`src/common/i2cs_pkg.sv`:
```
// Package: register map, field positions, reset values and FIFO codes
// Assumes one 40 MHz system clock and a plain strobe-based register port.
`default_nettype none
package i2cs_pkg;
  // Register byte addresses
  localparam logic [31:0] ADDR_SCTRL = 32'hFFFF0920;
  localparam logic [31:0] ADDR_SSTAT = 32'hFFFF0924;
  localparam logic [31:0] ADDR_SRX = 32'hFFFF0930;
  localparam logic [31:0] ADDR_STX = 32'hFFFF0934;
  localparam logic [31:0] ADDR_ALT = 32'hFFFF0938;
  localparam logic [31:0] ADDR_ID0 = 32'hFFFF093C;
  localparam logic [31:0] ADDR_ID1 = 32'hFFFF0940;
  localparam logic [31:0] ADDR_ID2 = 32'hFFFF0944;
  localparam logic [31:0] ADDR_ID3 = 32'hFFFF0948;
  localparam logic [31:0] ADDR_FSTA = 32'hFFFF094C;
  // Reset values
  localparam logic [7:0] RST_BYTE = 8'h00;
  localparam logic [15:0] RST_FSTA = 16'h0000;
  localparam logic [5:0] RST_SCTRL = 6'h00;
  // Slave control bits
  localparam int CT_TX_IRQ = 0;
  localparam int CT_RX_IRQ = 1;
  localparam int CT_EARLY = 2;
  localparam int CT_HWGC = 3;
  localparam int CT_SS_IRQ = 4;
  localparam int CT_RX_FLUSH = 5;
  // Slave status bits
  localparam int ST_SS = 10;
  localparam int ST_OVF = 4;
  localparam int ST_RXQ = 3;
  localparam int ST_TXQ = 2;
  localparam int ST_UF = 1;
  localparam int ST_ET = 0;
  // FIFO status/flush bits
  localparam int FS_MTX_FLUSH = 9;
  localparam int FS_STX_FLUSH = 8;
  // FIFO occupancy codes
  localparam logic [1:0] FIFO_EMPTY = 2'h0;
  localparam logic [1:0] FIFO_JUST = 2'h1;
  localparam logic [1:0] FIFO_ONE = 2'h2;
  localparam logic [1:0] FIFO_FULL = 2'h3;
  localparam logic [1:0] FIFO_DEPTH = 2'h2;
endpackage
`default_nettype wire

```
`src/verilog/byte_fifo2.sv`:
```
// Two-byte shift FIFO with flush and four-value occupancy code
// Assumes push, pop and flush are one-cycle strobes on clk.
`timescale 1ns/10ps
`default_nettype none
module byte_fifo2 (
  input wire logic clk, // System clock
  input wire logic rstn, // Async reset, low
  input wire logic push, // Write a byte
  input wire logic pop, // Drop the head byte
  input wire logic flush, // Empty the FIFO
  input wire logic [7:0] din, // Byte to write
  output logic [7:0] head, // Oldest byte, from a flop
  output logic [1:0] state_q, // Occupancy code
  output logic nempty_q, // Holds at least one byte
  output logic full_q, // Holds two bytes
  output logic ovf // Push refused, full
);
  logic [7:0] mem_q [0:1];
  logic [1:0] cnt_q;
  logic [1:0] cnt_d;
  logic [1:0] slot;
  logic do_pop;
  logic do_push;

  // Pop first so a full FIFO can take a byte in the same cycle
  assign do_pop = pop & (cnt_q != 2'h0) & ~flush;
  assign do_push = push & ~flush & ((cnt_q != i2cs_pkg::FIFO_DEPTH) | do_pop);
  assign ovf = push & ~flush & ~do_push;
  assign slot = cnt_q - {1'b0, do_pop};
  assign cnt_d = flush ? 2'h0 : slot + {1'b0, do_push};
  assign head = mem_q[0];

  // Head always sits in entry 0, so the output needs no read mux
  always_ff @(posedge clk or negedge rstn) begin
    if (!rstn) begin
      mem_q[0] <= i2cs_pkg::RST_BYTE;
      mem_q[1] <= i2cs_pkg::RST_BYTE;
    end else begin
      if (do_pop) begin
        mem_q[0] <= mem_q[1];
      end
      if (do_push) begin
        mem_q[slot[0]] <= din;
      end
    end
  end

  // Count, flags and code track the next occupancy
  always_ff @(posedge clk or negedge rstn) begin
    if (!rstn) begin
      cnt_q <= 2'h0;
      nempty_q <= 1'b0;
      full_q <= 1'b0;
      state_q <= i2cs_pkg::FIFO_EMPTY;
    end else begin
      cnt_q <= cnt_d;
      nempty_q <= (cnt_d != 2'h0);
      full_q <= (cnt_d == i2cs_pkg::FIFO_DEPTH);
      if (cnt_d == 2'h0) begin
        state_q <= i2cs_pkg::FIFO_EMPTY;
      end else if (cnt_d == i2cs_pkg::FIFO_DEPTH) begin
        state_q <= i2cs_pkg::FIFO_FULL;
      end else if (do_push) begin
        state_q <= i2cs_pkg::FIFO_JUST;
      end else begin
        state_q <= i2cs_pkg::FIFO_ONE;
      end
    end
  end
endmodule
`default_nettype wire

```
`src/verilog/i2c_slave_fifo_status.sv`:
```
// Slave status flags, slave data FIFOs, ID registers, FIFO status/flush
// Assumes a serial engine outside that decodes start, stop and address
// match, and feeds bytes and bit timing in as clk-synchronous levels.
//
// The strobed register port was chosen for this implementation.
`timescale 1ns/10ps
`default_nettype none
module i2c_slave_fifo_status (
  input wire logic clk, // 40 MHz system clock
  input wire logic rstn, // Async reset, low
  input wire logic [31:0] addr, // Register byte address
  input wire logic [15:0] wr_data, // Register write data
  input wire logic wr_en, // Write strobe
  input wire logic rd_en, // Read strobe
  output logic [15:0] rd_data_q, // Read data, cycle after rd_en
  input wire logic scl_in, // Serial clock level
  input wire logic sda_in, // Serial data level
  input wire logic dir_bit_active, // Direction bit of a matched address
  input wire logic xfer_start, // Start with matching address
  input wire logic stop_det, // Stop condition seen
  input wire logic rx_valid, // Received byte strobe
  input wire logic [7:0] rx_byte, // Received byte
  input wire logic tx_pop, // Engine took the head tx byte
  input wire logic [1:0] master_rx_state, // Master rx FIFO code
  input wire logic [1:0] master_tx_state, // Master tx FIFO code
  output logic [7:0] tx_byte, // Head tx byte
  output logic tx_avail, // Tx FIFO not empty
  output logic master_tx_flush_q, // Flush pulse to master tx FIFO
  output logic slave_irq_q, // Slave interrupt request
  output logic hw_gc_enable, // Hardware general call enable
  output logic [7:0] alt_id_q, // Alternate ID
  output logic [7:0] id0_q, // Slave ID 0
  output logic [7:0] id1_q, // Slave ID 1
  output logic [7:0] id2_q, // Slave ID 2
  output logic [7:0] id3_q // Slave ID 3
);
  logic [5:0] ctrl_q;
  logic ovf_q;
  logic txq_q;
  logic uf_q;
  logic et_q;
  logic ss_q;
  logic et_armed_q;
  logic in_xfer_q;
  logic dir_read_q;
  logic rise;
  logic fall;
  logic [7:0] rx_head;
  logic [1:0] rx_state;
  logic rx_nempty;
  logic rx_full;
  logic rx_ovf;
  logic [1:0] tx_state;
  logic tx_full;

  // Address decode
  wire sel_ctrl = (addr == i2cs_pkg::ADDR_SCTRL);
  wire sel_stat = (addr == i2cs_pkg::ADDR_SSTAT);
  wire sel_srx = (addr == i2cs_pkg::ADDR_SRX);
  wire sel_stx = (addr == i2cs_pkg::ADDR_STX);
  wire sel_alt = (addr == i2cs_pkg::ADDR_ALT);
  wire sel_id0 = (addr == i2cs_pkg::ADDR_ID0);
  wire sel_id1 = (addr == i2cs_pkg::ADDR_ID1);
  wire sel_id2 = (addr == i2cs_pkg::ADDR_ID2);
  wire sel_id3 = (addr == i2cs_pkg::ADDR_ID3);
  wire sel_fsta = (addr == i2cs_pkg::ADDR_FSTA);

  // Control fields
  wire tx_irq_en = ctrl_q[i2cs_pkg::CT_TX_IRQ];
  wire rx_irq_en = ctrl_q[i2cs_pkg::CT_RX_IRQ];
  wire early_en = ctrl_q[i2cs_pkg::CT_EARLY];
  wire ss_irq_en = ctrl_q[i2cs_pkg::CT_SS_IRQ];
  assign hw_gc_enable = ctrl_q[i2cs_pkg::CT_HWGC];

  // Software strobes; flush has priority inside the FIFO
  wire rx_pop = rd_en & sel_srx;
  wire rx_flush = wr_en & sel_ctrl & wr_data[i2cs_pkg::CT_RX_FLUSH];
  wire tx_push = wr_en & sel_stx;
  wire tx_flush = wr_en & sel_fsta & wr_data[i2cs_pkg::FS_STX_FLUSH];
  wire mtx_flush = wr_en & sel_fsta & wr_data[i2cs_pkg::FS_MTX_FLUSH];
  wire stat_rd = rd_en & sel_stat;

  // Bit-timing events of the direction bit
  wire dir_rise = dir_bit_active & rise;
  wire read_rise = dir_rise & sda_in;
  wire read_fall = dir_bit_active & fall & dir_read_q;
  wire txq_set = early_en ? read_rise : read_fall;
  wire uf_set = read_rise & ~tx_avail;
  // Early mode warns on either direction, before any data bit moves
  wire et_hit = early_en ? dir_rise : ~tx_avail;
  wire et_set = et_armed_q & et_hit;
  wire ss_set = stop_det & in_xfer_q;
  wire xfer_edge = xfer_start | stop_det;

  scl_edge u_edge (
    .clk(clk),
    .rstn(rstn),
    .scl_in(scl_in),
    .rise(rise),
    .fall(fall)
  );

  // Two-byte receive FIFO, filled from the serial side
  byte_fifo2 u_rx (
    .clk(clk),
    .rstn(rstn),
    .push(rx_valid),
    .pop(rx_pop),
    .flush(rx_flush),
    .din(rx_byte),
    .head(rx_head),
    .state_q(rx_state),
    .nempty_q(rx_nempty),
    .full_q(rx_full),
    .ovf(rx_ovf)
  );

  // Two-byte transmit FIFO, filled by software
  byte_fifo2 u_tx (
    .clk(clk),
    .rstn(rstn),
    .push(tx_push),
    .pop(tx_pop),
    .flush(tx_flush),
    .din(wr_data[7:0]),
    .head(tx_byte),
    .state_q(tx_state),
    .nempty_q(tx_avail),
    .full_q(tx_full),
    .ovf()
  );

  // Status and FIFO words as software sees them
  wire [15:0] stat_word = {5'h00, ss_q, 5'h00, ovf_q, rx_nempty, txq_q, uf_q, et_q};
  wire [15:0] fsta_word = {8'h00, master_rx_state, master_tx_state, rx_state, tx_state};

  // Read mux; unmapped and write-only addresses read zero
  wire [15:0] rd_mux =
    sel_ctrl ? {10'h000, ctrl_q} :
    sel_stat ? stat_word :
    sel_srx ? {8'h00, rx_head} :
    sel_alt ? {8'h00, alt_id_q} :
    sel_id0 ? {8'h00, id0_q} :
    sel_id1 ? {8'h00, id1_q} :
    sel_id2 ? {8'h00, id2_q} :
    sel_id3 ? {8'h00, id3_q} :
    sel_fsta ? fsta_word :
    16'h0000;

  // Read data stands one cycle, zero otherwise
  always_ff @(posedge clk or negedge rstn) begin
    if (!rstn) begin
      rd_data_q <= i2cs_pkg::RST_FSTA;
    end else begin
      rd_data_q <= rd_en ? rd_mux : 16'h0000;
    end
  end

  // Writable byte registers; flush bit of control never stores
  always_ff @(posedge clk or negedge rstn) begin
    if (!rstn) begin
      ctrl_q <= i2cs_pkg::RST_SCTRL;
      alt_id_q <= i2cs_pkg::RST_BYTE;
      id0_q <= i2cs_pkg::RST_BYTE;
      id1_q <= i2cs_pkg::RST_BYTE;
      id2_q <= i2cs_pkg::RST_BYTE;
      id3_q <= i2cs_pkg::RST_BYTE;
    end else if (wr_en) begin
      if (sel_ctrl) begin
        ctrl_q <= {1'b0, wr_data[4:0]};
      end
      if (sel_alt) begin
        alt_id_q <= wr_data[7:0];
      end
      if (sel_id0) begin
        id0_q <= wr_data[7:0];
      end
      if (sel_id1) begin
        id1_q <= wr_data[7:0];
      end
      if (sel_id2) begin
        id2_q <= wr_data[7:0];
      end
      if (sel_id3) begin
        id3_q <= wr_data[7:0];
      end
    end
  end

  // Master tx flush leaves as a one-cycle pulse
  always_ff @(posedge clk or negedge rstn) begin
    if (!rstn) begin
      master_tx_flush_q <= 1'b0;
    end else begin
      master_tx_flush_q <= mtx_flush;
    end
  end

  // Transfer tracking: direction latched at the bit's rising edge
  always_ff @(posedge clk or negedge rstn) begin
    if (!rstn) begin
      dir_read_q <= 1'b0;
      in_xfer_q <= 1'b0;
      et_armed_q <= 1'b0;
    end else begin
      if (dir_bit_active & rise) begin
        dir_read_q <= sda_in;
      end
      in_xfer_q <= xfer_start | (in_xfer_q & ~stop_det);
      et_armed_q <= xfer_start | (et_armed_q & ~et_set);
    end
  end

  // Sticky flags; a set in the clearing cycle wins
  always_ff @(posedge clk or negedge rstn) begin
    if (!rstn) begin
      ovf_q <= 1'b0;
      txq_q <= 1'b0;
      uf_q <= 1'b0;
      et_q <= 1'b0;
      ss_q <= 1'b0;
    end else begin
      ovf_q <= rx_ovf | (ovf_q & ~(rx_valid | rx_flush));
      txq_q <= txq_set | (txq_q & ~(xfer_edge | tx_push));
      uf_q <= uf_set | (uf_q & ~(xfer_edge | tx_push));
      et_q <= et_set | (et_q & ~stat_rd);
      ss_q <= ss_set | (ss_q & ~stat_rd);
    end
  end

  // One request line; each source gated by its own enable
  wire irq_src = (rx_nempty & rx_irq_en) |
    (txq_q & tx_irq_en) |
    (ss_q & ss_irq_en);

  // Registered so the request line never glitches on decode
  always_ff @(posedge clk or negedge rstn) begin
    if (!rstn) begin
      slave_irq_q <= 1'b0;
    end else begin
      slave_irq_q <= irq_src;
    end
  end

  property p_ovf;
    @(posedge clk) disable iff (!rstn)
      rx_valid & rx_full & ~rx_pop & ~rx_flush |=> ovf_q;
  endproperty
  a_ovf: assert property (p_ovf) else $error("overflow flag missed");

  property p_rxq;
    @(posedge clk) disable iff (!rstn)
      rx_valid & ~rx_flush |=> rx_nempty && stat_word[i2cs_pkg::ST_RXQ];
  endproperty
  a_rxq: assert property (p_rxq) else $error("rx request not raised");

  property p_rxq_hold;
    @(posedge clk) disable iff (!rstn)
      rx_nempty & ~rx_pop & ~rx_flush |=> rx_nempty;
  endproperty
  a_rxq_hold: assert property (p_rxq_hold) else $error("rx request dropped");

  property p_irq_cause;
    @(posedge clk) disable iff (!rstn)
      slave_irq_q |-> $past(irq_src);
  endproperty
  a_irq_cause: assert property (p_irq_cause) else $error("irq without enabled source");

  property p_txq_late;
    @(posedge clk) disable iff (!rstn)
      ~early_en & read_fall |=> txq_q;
  endproperty
  a_txq_late: assert property (p_txq_late) else $error("tx request late edge missed");

  property p_txq_early;
    @(posedge clk) disable iff (!rstn)
      early_en & read_rise |=> txq_q;
  endproperty
  a_txq_early: assert property (p_txq_early) else $error("tx request early edge missed");

  property p_uf;
    @(posedge clk) disable iff (!rstn)
      read_rise & ~tx_avail |=> uf_q;
  endproperty
  a_uf: assert property (p_uf) else $error("underflow not flagged");

  property p_et_once;
    @(posedge clk) disable iff (!rstn)
      et_set & ~xfer_start |=> ~et_armed_q;
  endproperty
  a_et_once: assert property (p_et_once) else $error("early flag rearmed");

  property p_ss;
    @(posedge clk) disable iff (!rstn)
      stop_det & in_xfer_q |=> ss_q ##1 (ss_q | $past(stat_rd));
  endproperty
  a_ss: assert property (p_ss) else $error("stop after start lost");

  property p_mflush;
    @(posedge clk) disable iff (!rstn)
      mtx_flush ##1 ~mtx_flush |-> master_tx_flush_q ##1 ~master_tx_flush_q;
  endproperty
  a_mflush: assert property (p_mflush) else $error("master flush pulse wrong");

  property p_sflush;
    @(posedge clk) disable iff (!rstn)
      tx_flush |=> ~tx_avail && tx_state == i2cs_pkg::FIFO_EMPTY;
  endproperty
  a_sflush: assert property (p_sflush) else $error("slave tx flush failed");

  property p_id_read;
    @(posedge clk) disable iff (!rstn)
      rd_en & sel_id2 |=> rd_data_q == {8'h00, $past(id2_q)};
  endproperty
  a_id_read: assert property (p_id_read) else $error("id read mismatch");

  property p_et_early;
    @(posedge clk) disable iff (!rstn)
      early_en & et_armed_q & dir_rise |=> et_q;
  endproperty
  a_et_early: assert property (p_et_early) else $error("early flag missed");

  property p_rx_read;
    @(posedge clk) disable iff (!rstn)
      rx_pop |=> rd_data_q == {8'h00, $past(rx_head)};
  endproperty
  a_rx_read: assert property (p_rx_read) else $error("rx data read mismatch");

  property p_tx_push;
    @(posedge clk) disable iff (!rstn)
      tx_push & ~tx_full & ~tx_flush |=> tx_avail;
  endproperty
  a_tx_push: assert property (p_tx_push) else $error("tx byte not taken");

  property p_fsta_read;
    @(posedge clk) disable iff (!rstn)
      rd_en & sel_fsta |=> rd_data_q[15:8] == 8'h00 && rd_data_q[7:6] == $past(master_rx_state)
        && rd_data_q[3:2] == $past(rx_state);
  endproperty
  a_fsta_read: assert property (p_fsta_read) else $error("fifo status read mismatch");
endmodule
`default_nettype wire

```
`src/verilog/scl_edge.sv`:
```
// Serial clock edge detector
// Assumes scl_in is already synchronous to clk.
`timescale 1ns/10ps
`default_nettype none
module scl_edge (
  input wire logic clk, // System clock
  input wire logic rstn, // Async reset, low
  input wire logic scl_in, // Serial clock level
  output logic rise, // One-cycle pulse on rise
  output logic fall // One-cycle pulse on fall
);
  logic prev_q;

  // Reset high so an idle bus shows no edge at release
  always_ff @(posedge clk or negedge rstn) begin
    if (!rstn) begin
      prev_q <= 1'b1;
    end else begin
      prev_q <= scl_in;
    end
  end

  assign rise = scl_in & ~prev_q;
  assign fall = ~scl_in & prev_q;
endmodule
`default_nettype wire
```
`config.mk`:
```
export PLATFORM = sky130hd
export DESIGN_NAME = i2c_slave_fifo_status
export DESIGN_NICKNAME = d
export VERILOG_FILES = /design/src/common/i2cs_pkg.sv /design/src/verilog/byte_fifo2.sv /design/src/verilog/i2c_slave_fifo_status.sv /design/src/verilog/scl_edge.sv
export SDC_FILE = /design/constraint.sdc
export NUM_CORES = 1
export LEC_CHECK = 0
export ABC_AREA = 1
export BUFFER_PORTS_ARGS = -buffer_cell sky130_fd_sc_hd__buf_2
export CAP_MARGIN = 5
export CELL_PAD_IN_SITES_DETAIL_PLACEMENT = 0
export CELL_PAD_IN_SITES_GLOBAL_PLACEMENT = 1
export CORE_UTILIZATION = 35
export DETAILED_ROUTE_END_ITERATION = 12
export PLACE_DENSITY_LB_ADDON = 0.1
export REMOVE_ABC_BUFFERS = 1
export SLEW_MARGIN = 10
export SYNTH_ARGS = -nofsm -noshare
export SYNTH_HDL_FRONTEND = slang
export SYNTH_HIERARCHICAL = 1
export SYNTH_SLANG_ARGS = --single-unit
```
`constraint.sdc`:
```
create_clock -name clk -period 1.78 [get_ports clk]
set_clock_uncertainty 0.15 [all_clocks]
set_input_delay 0.089 -clock clk [delete_from_list [all_inputs] [get_ports clk]]
set_output_delay 0.089 -clock clk [all_outputs]
set_load 0.05 [all_outputs]
```
; Word-level counts from Yosys, hierarchy flattened
; Index checks and enable logic that the tools add are counted.
[classes]
reduce_logical = 14
mul = 0
div = 0
bitwise = 63
n_eq_ne = 14
n_mux = 30
shifts = 0
magnitude_cmp = 4
addsub = 4
[ops]
columns = op, n
row1 = $eq A32 B32 Y1 const B, 10
row2 = $mux W8, 11
row3 = $and A1 B1 Y1, 36
row4 = $mux W11, 3
row5 = $bwmux W16, 2
row6 = $mux W16, 2
row7 = $demux W8 S1, 2
row8 = $mux W2, 8
row9 = $or A1 B1 Y1, 14
row10 = $reduce_and A2 Y1, 6
row11 = $not A1 Y1, 11
row12 = $reduce_bool A2 Y1, 4
row13 = $add A2 B1 Y2, 2
row14 = $eq A2 B2 Y1 const B, 2
row15 = $ge A2 B2 Y1 const B, 2
row16 = $logic_not A2 Y1, 2
row17 = $lt A2 B1 Y1 const B, 2
row18 = $ne A2 B2 Y1 const B, 2
row19 = $not A1 Y2, 2
row20 = $sub A2 B1 Y2, 2
row21 = $logic_and A1 B1 Y1, 2
row22 = $mux W1, 2
[totals]
mem_bits_rw = 0
latch_bits = 0
word_cells = 157
out_inout_bits = 68
reg_bits = 109
rom_bits = 0
in_bits = 71
n_memories = 0

; Longest topological paths before layout
[logic_depth]
depth_word = 13
mapped_depth = 21
mapped_depth_nobuf = 21

; By module
; Netlist, hierarchy kept.
[modules_own_cells]
columns = mod, area_each_um2, cells_per_inst, seq_area_each_um2, instances
row1 = i2c_slave_fifo_status, 3478.3, 447, 1601.5, 1
row2 = byte_fifo2, 1064.8, 125, 550.5, 2
row3 = scl_edge, 41.3, 5, 26.3, 1

; Least setup slack after synthesis
; OpenSTA, ideal clock, no wires.
[synth_timing]
kind = input-to-reg
start = input port addr[19]
end = register u_tx.state_q[1]
stages = 17
n_path_buf = 2
arrival_time_ps = 2456
required_ps = 1564
path_slack_ps = -891
setup_time_ps = 66
cell_sequence = nand2_1 > nor2_1 > nand2_2 > nor2_8 > buf_2 > nand2_1 > nor3b_1 > inv_2 > nand3_2 > inv_2 > ha_1 > inv_1 > nand3_2 > buf_6 > nand2_2 > nand3_2 > nand2_1
[synth_between]
elab_chain_len = 12
word_cells_on_any_way = 18
cone_classes = add/sub (2) / eq/ne (3) / mux (4) / bitwise (8) / reduce/logical (1)
[synth_rtl]
columns = element, line
row1 = start: declaration, i2c_slave_fifo_status.sv:11  ; input wire logic [31:0] addr,
row2 = $eq A32 B32 Y1 *, i2c_slave_fifo_status.sv:66  ; wire sel_fsta = (addr == i2cs_pkg::ADDR_FSTA);
row3 = $and A1 B1 Y1 * (2 in series), i2c_slave_fifo_status.sv:79  ; wire tx_flush = wr_en & sel_fsta & wr_data[i2cs_pkg::FS_STX_FLUSH];
row4 = net tx_flush, i2c_slave_fifo_status.sv:79
row5 = "parallel branches: the longest is 8 deep, another holds $sub A2 B1 Y2", --
row6 = $mux W2 *, byte_fifo2.sv:59  ; if (cnt_d == 2'h0) begin
row7 = end signal: assignment, byte_fifo2.sv:60  ; state_q <= i2cs_pkg::FIFO_EMPTY;
row8 = end signal: assignment, byte_fifo2.sv:62  ; state_q <= i2cs_pkg::FIFO_FULL;
row9 = end signal: assignment, byte_fifo2.sv:64  ; state_q <= i2cs_pkg::FIFO_JUST;
row10 = end: declaration, byte_fifo2.sv:13  ; output logic [1:0] state_q,
; Mark *: on every way through the listed nets, which the timed path passes.
; A chain may end at the register's enable or synchronous reset.

; Worst setup path after layout
[layout_timing]
start = input port addr[10]
end = register u_tx.nempty_q
[layout_between]
elab_chain_len = 10
word_cells_on_any_way = 14
cone_classes = add/sub (2) / eq/ne (2) / mux (1) / bitwise (8) / reduce/logical (1)
[layout_rtl]
columns = element, line
row1 = $eq A32 B32 Y1 *, i2c_slave_fifo_status.sv:66
row2 = $and A1 B1 Y1 * (2 in series), i2c_slave_fifo_status.sv:79
row3 = net tx_flush, i2c_slave_fifo_status.sv:79
row4 = "parallel branches: the longest is 5 deep, another holds $sub A2 B1 Y2", --
row5 = $mux W2 *, byte_fifo2.sv:30  ; assign cnt_d = flush ? 2'h0 : slot + {1'b0, do_push};
row6 = $reduce_bool A2 Y1 *, byte_fifo2.sv:57  ; nempty_q <= (cnt_d != 2'h0);
row7 = end signal: assignment, byte_fifo2.sv:57
row8 = end: declaration, byte_fifo2.sv:14  ; output logic nempty_q,
; Marks and branches as above.

==> qor.csv <==
stage;metric;value;unit
status;status;finished with violations;
status;failing checks;setup timing;
route;post-route ant nets;0;
synthesis;syn avg cell area;8.02;µm²
floorplanning;Core Rows;45;
final_layout;area occupied by multi-input gates;2680;µm²
final_layout;Layout Nets;981;
critical_path;Arr. time, crit path;1.98;ns
floorplanning;Initial Util;0.363;
critical_path;CP endpoint kind;flop;
cts;Root Buffer;clkbuf_16;
floorplanning;Die ar.;16500;µm²
sta;Slew headroom;0.607;
sta;max-slew violation count;0;
sta;post-route setup slack;-0.107;ns
sta;final hold vios;0;
synthesis;synthesized instance count;697;
min_path;Hold Path Class;in -> reg;
route;Routed WL;16400;µm
flow_run;maxcap violations;0;
global_route;first-pass GRT wire length;26400;µm
critical_path;CP Class;in -> reg;
sta;Setup TNS;-2.34;ns
critical_path;Reg2Reg Depth;11;
min_path;hold depth;4;
sta;unrepaired setup endpoints after global routing;yes;
sta;final setup vio count;41;
route;vias per cell;4.69;
synthesis;YS warnings;6;
place;gpl congestion;0.798;
cts;CTS Buffer Depth;2;
final_layout;Layout fillers;1511;
cts;clk sinks;107;
cts;CTS Buf Count;9;
final_layout;commonest cells after routing, fill and taps aside;nand2_1 (213), buf_2 (119), dfrtp_1 (106);
global_route;GRT Residual Overflow;0;
cts;clock-pin slew on the worst setup and hold paths;0.07;ns
critical_path;type of origin of the critical path;primary input;
floorplanning;io pins;139;
route;DR iter-0 viols;262;
final_layout;# diodes;0;
route;DRC;0;
cts;CTS tree;built;
place;IO buf count;125;
global_route;Tot GR Track Use;0.210;
sta;min Tclk post-route;1.89;ns
floorplanning;die height;128;µm
final_layout;commonest non-fill, non-tap cell in the layout;nand2_1;
place;hpwl dp;12000;µm
power;Leak;4.15;nW
floorplanning;core outline area;15400;µm²
sta;crit share post-route;1.06;
final_layout;Core Util, Final;0.512;
critical_path;crit-path max FO;3;
power;VDD IR max;0.539;mV
route;wire length per cell;14.6;µm
final_layout;sequential cell area;2680;µm²
critical_path;Data required, critical path;1.88;ns
power;PD cells;881;nW/µm²
final_layout;share of cells above drive strength 1;0.396;
route;vias after detailed routing;5277;
global_route;initial antenna violation count;0;
route;TritonRoute pass-1 iters;5;
global_route;vias in the first global route;5184;
cts;H-tree levels;3;
sta;Max Fclk;530;MHz
cts;clk_lat worst skew;0.36;ns
synthesis;post-synthesis instance area;5590;µm²
final_layout;Area growth, synth to finish;40.9;%
sta;worst slew pin tran;0.588;ns
global_route;largest net degree at the start of global routing;33;
floorplanning;Die Wd;128;µm
-- area by class of cell --
type | count | share of cell area
clock buffers | 11 | 0.0321
well taps | 211 | 0.0335
inverters | 88 | 0.0451
clock inverters | 5 | 0.00525
multi-input cells | 475 | 0.341
repair buffers | 227 | 0.203
flip-flops and latches | 107 | 0.340
-- metrics by stage --
| step | hold WS, ns | total power, mW | area [µm²] | instances | setup WS, ns |
|---|---|---|---|---|---|
| after CTS | -0.0160 | 6.82 | 7650 | 1120 | -0.130 |
| after detailed placement | -0.0744 | 4.35 | 6720 | 1061 | -0.750 |
| after global placement | -0.0796 | 4.29 | 6720 | 1061 | -0.651 |
| after floorplan | -0.357 | 3.77 | 5330 | 666 | -1.30 |
| final | 0.0339 | 6.94 | 7870 | 1124 | -0.107 |
| after global routing | 0.0448 | 7.33 | 7870 | 1124 | -0.214 |
-- layer usage --
layer  wire [µm]  GRT usage
met5           0          0
met4         211     0.0706
met3         864     0.0362
met2        7500      0.328
met1        7850      0.294
-- worst max-delay path, cell delays in order --
cell	delay, ns
buf_6	0.09
inv_2	0.04
nand2_2	0.05
nor2_2	0.11
nand2_2	0.08
buf_6	0.14
nor2_4	0.09
nand2_2	0.06
nor3b_2	0.15
buf_4	0.14
inv_4	0.04
nand3_4	0.08
inv_4	0.04
ha_4	0.28
inv_4	0.04
buf_6	0.10
nand4_1	0.11
nand2_2	0.10
nand2_4	0.09
o21ai_2	0.05
-- report_power, final --
| group | switching [mW] | internal [mW] | leakage (nW) | total (mW) |
|---|---|---|---|---|
| Clock | 0.948 | 1.04 | 0.144 | 1.99 |
| Sequential | 0.184 | 2.74 | 1.41 | 2.92 |
| Combinational | 1.18 | 0.836 | 2.59 | 2.02 |
-- final timing paths --
check | startpoint | endpoint | slack [ns]
worst max-delay path | addr[10] | u_tx/nempty_q$_DFF_PN0_ | -0.11
worst min-delay path | wr_en | master_tx_flush_q$_DFF_PN0_ | 0.03
worst max register to register | u_tx/cnt_q[0]$_DFF_PN0_ | u_tx/nempty_q$_DFF_PN0_ | 0.04
worst min register to register | et_armed_q$_DFF_PN0_ | et_armed_q$_DFF_PN0_ | 0.32
max in group asynchronous | rstn | u_tx/head[5]$_DFF_PN0_ | 0.76
min in group asynchronous | rstn | master_tx_flush_q$_DFF_PN0_ | 0.09
-- what timing repair did --
item,in CTS,in global routing
setup endpoints to repair,43,47
buffers inserted,12,5
pin swaps,34,25
hold buffers,27,0
gates resized for setup,59,51
endpoints found under the hold margin,162,0
gates cloned,5,0
Note: power is estimated with default switching activity, not from simulation.
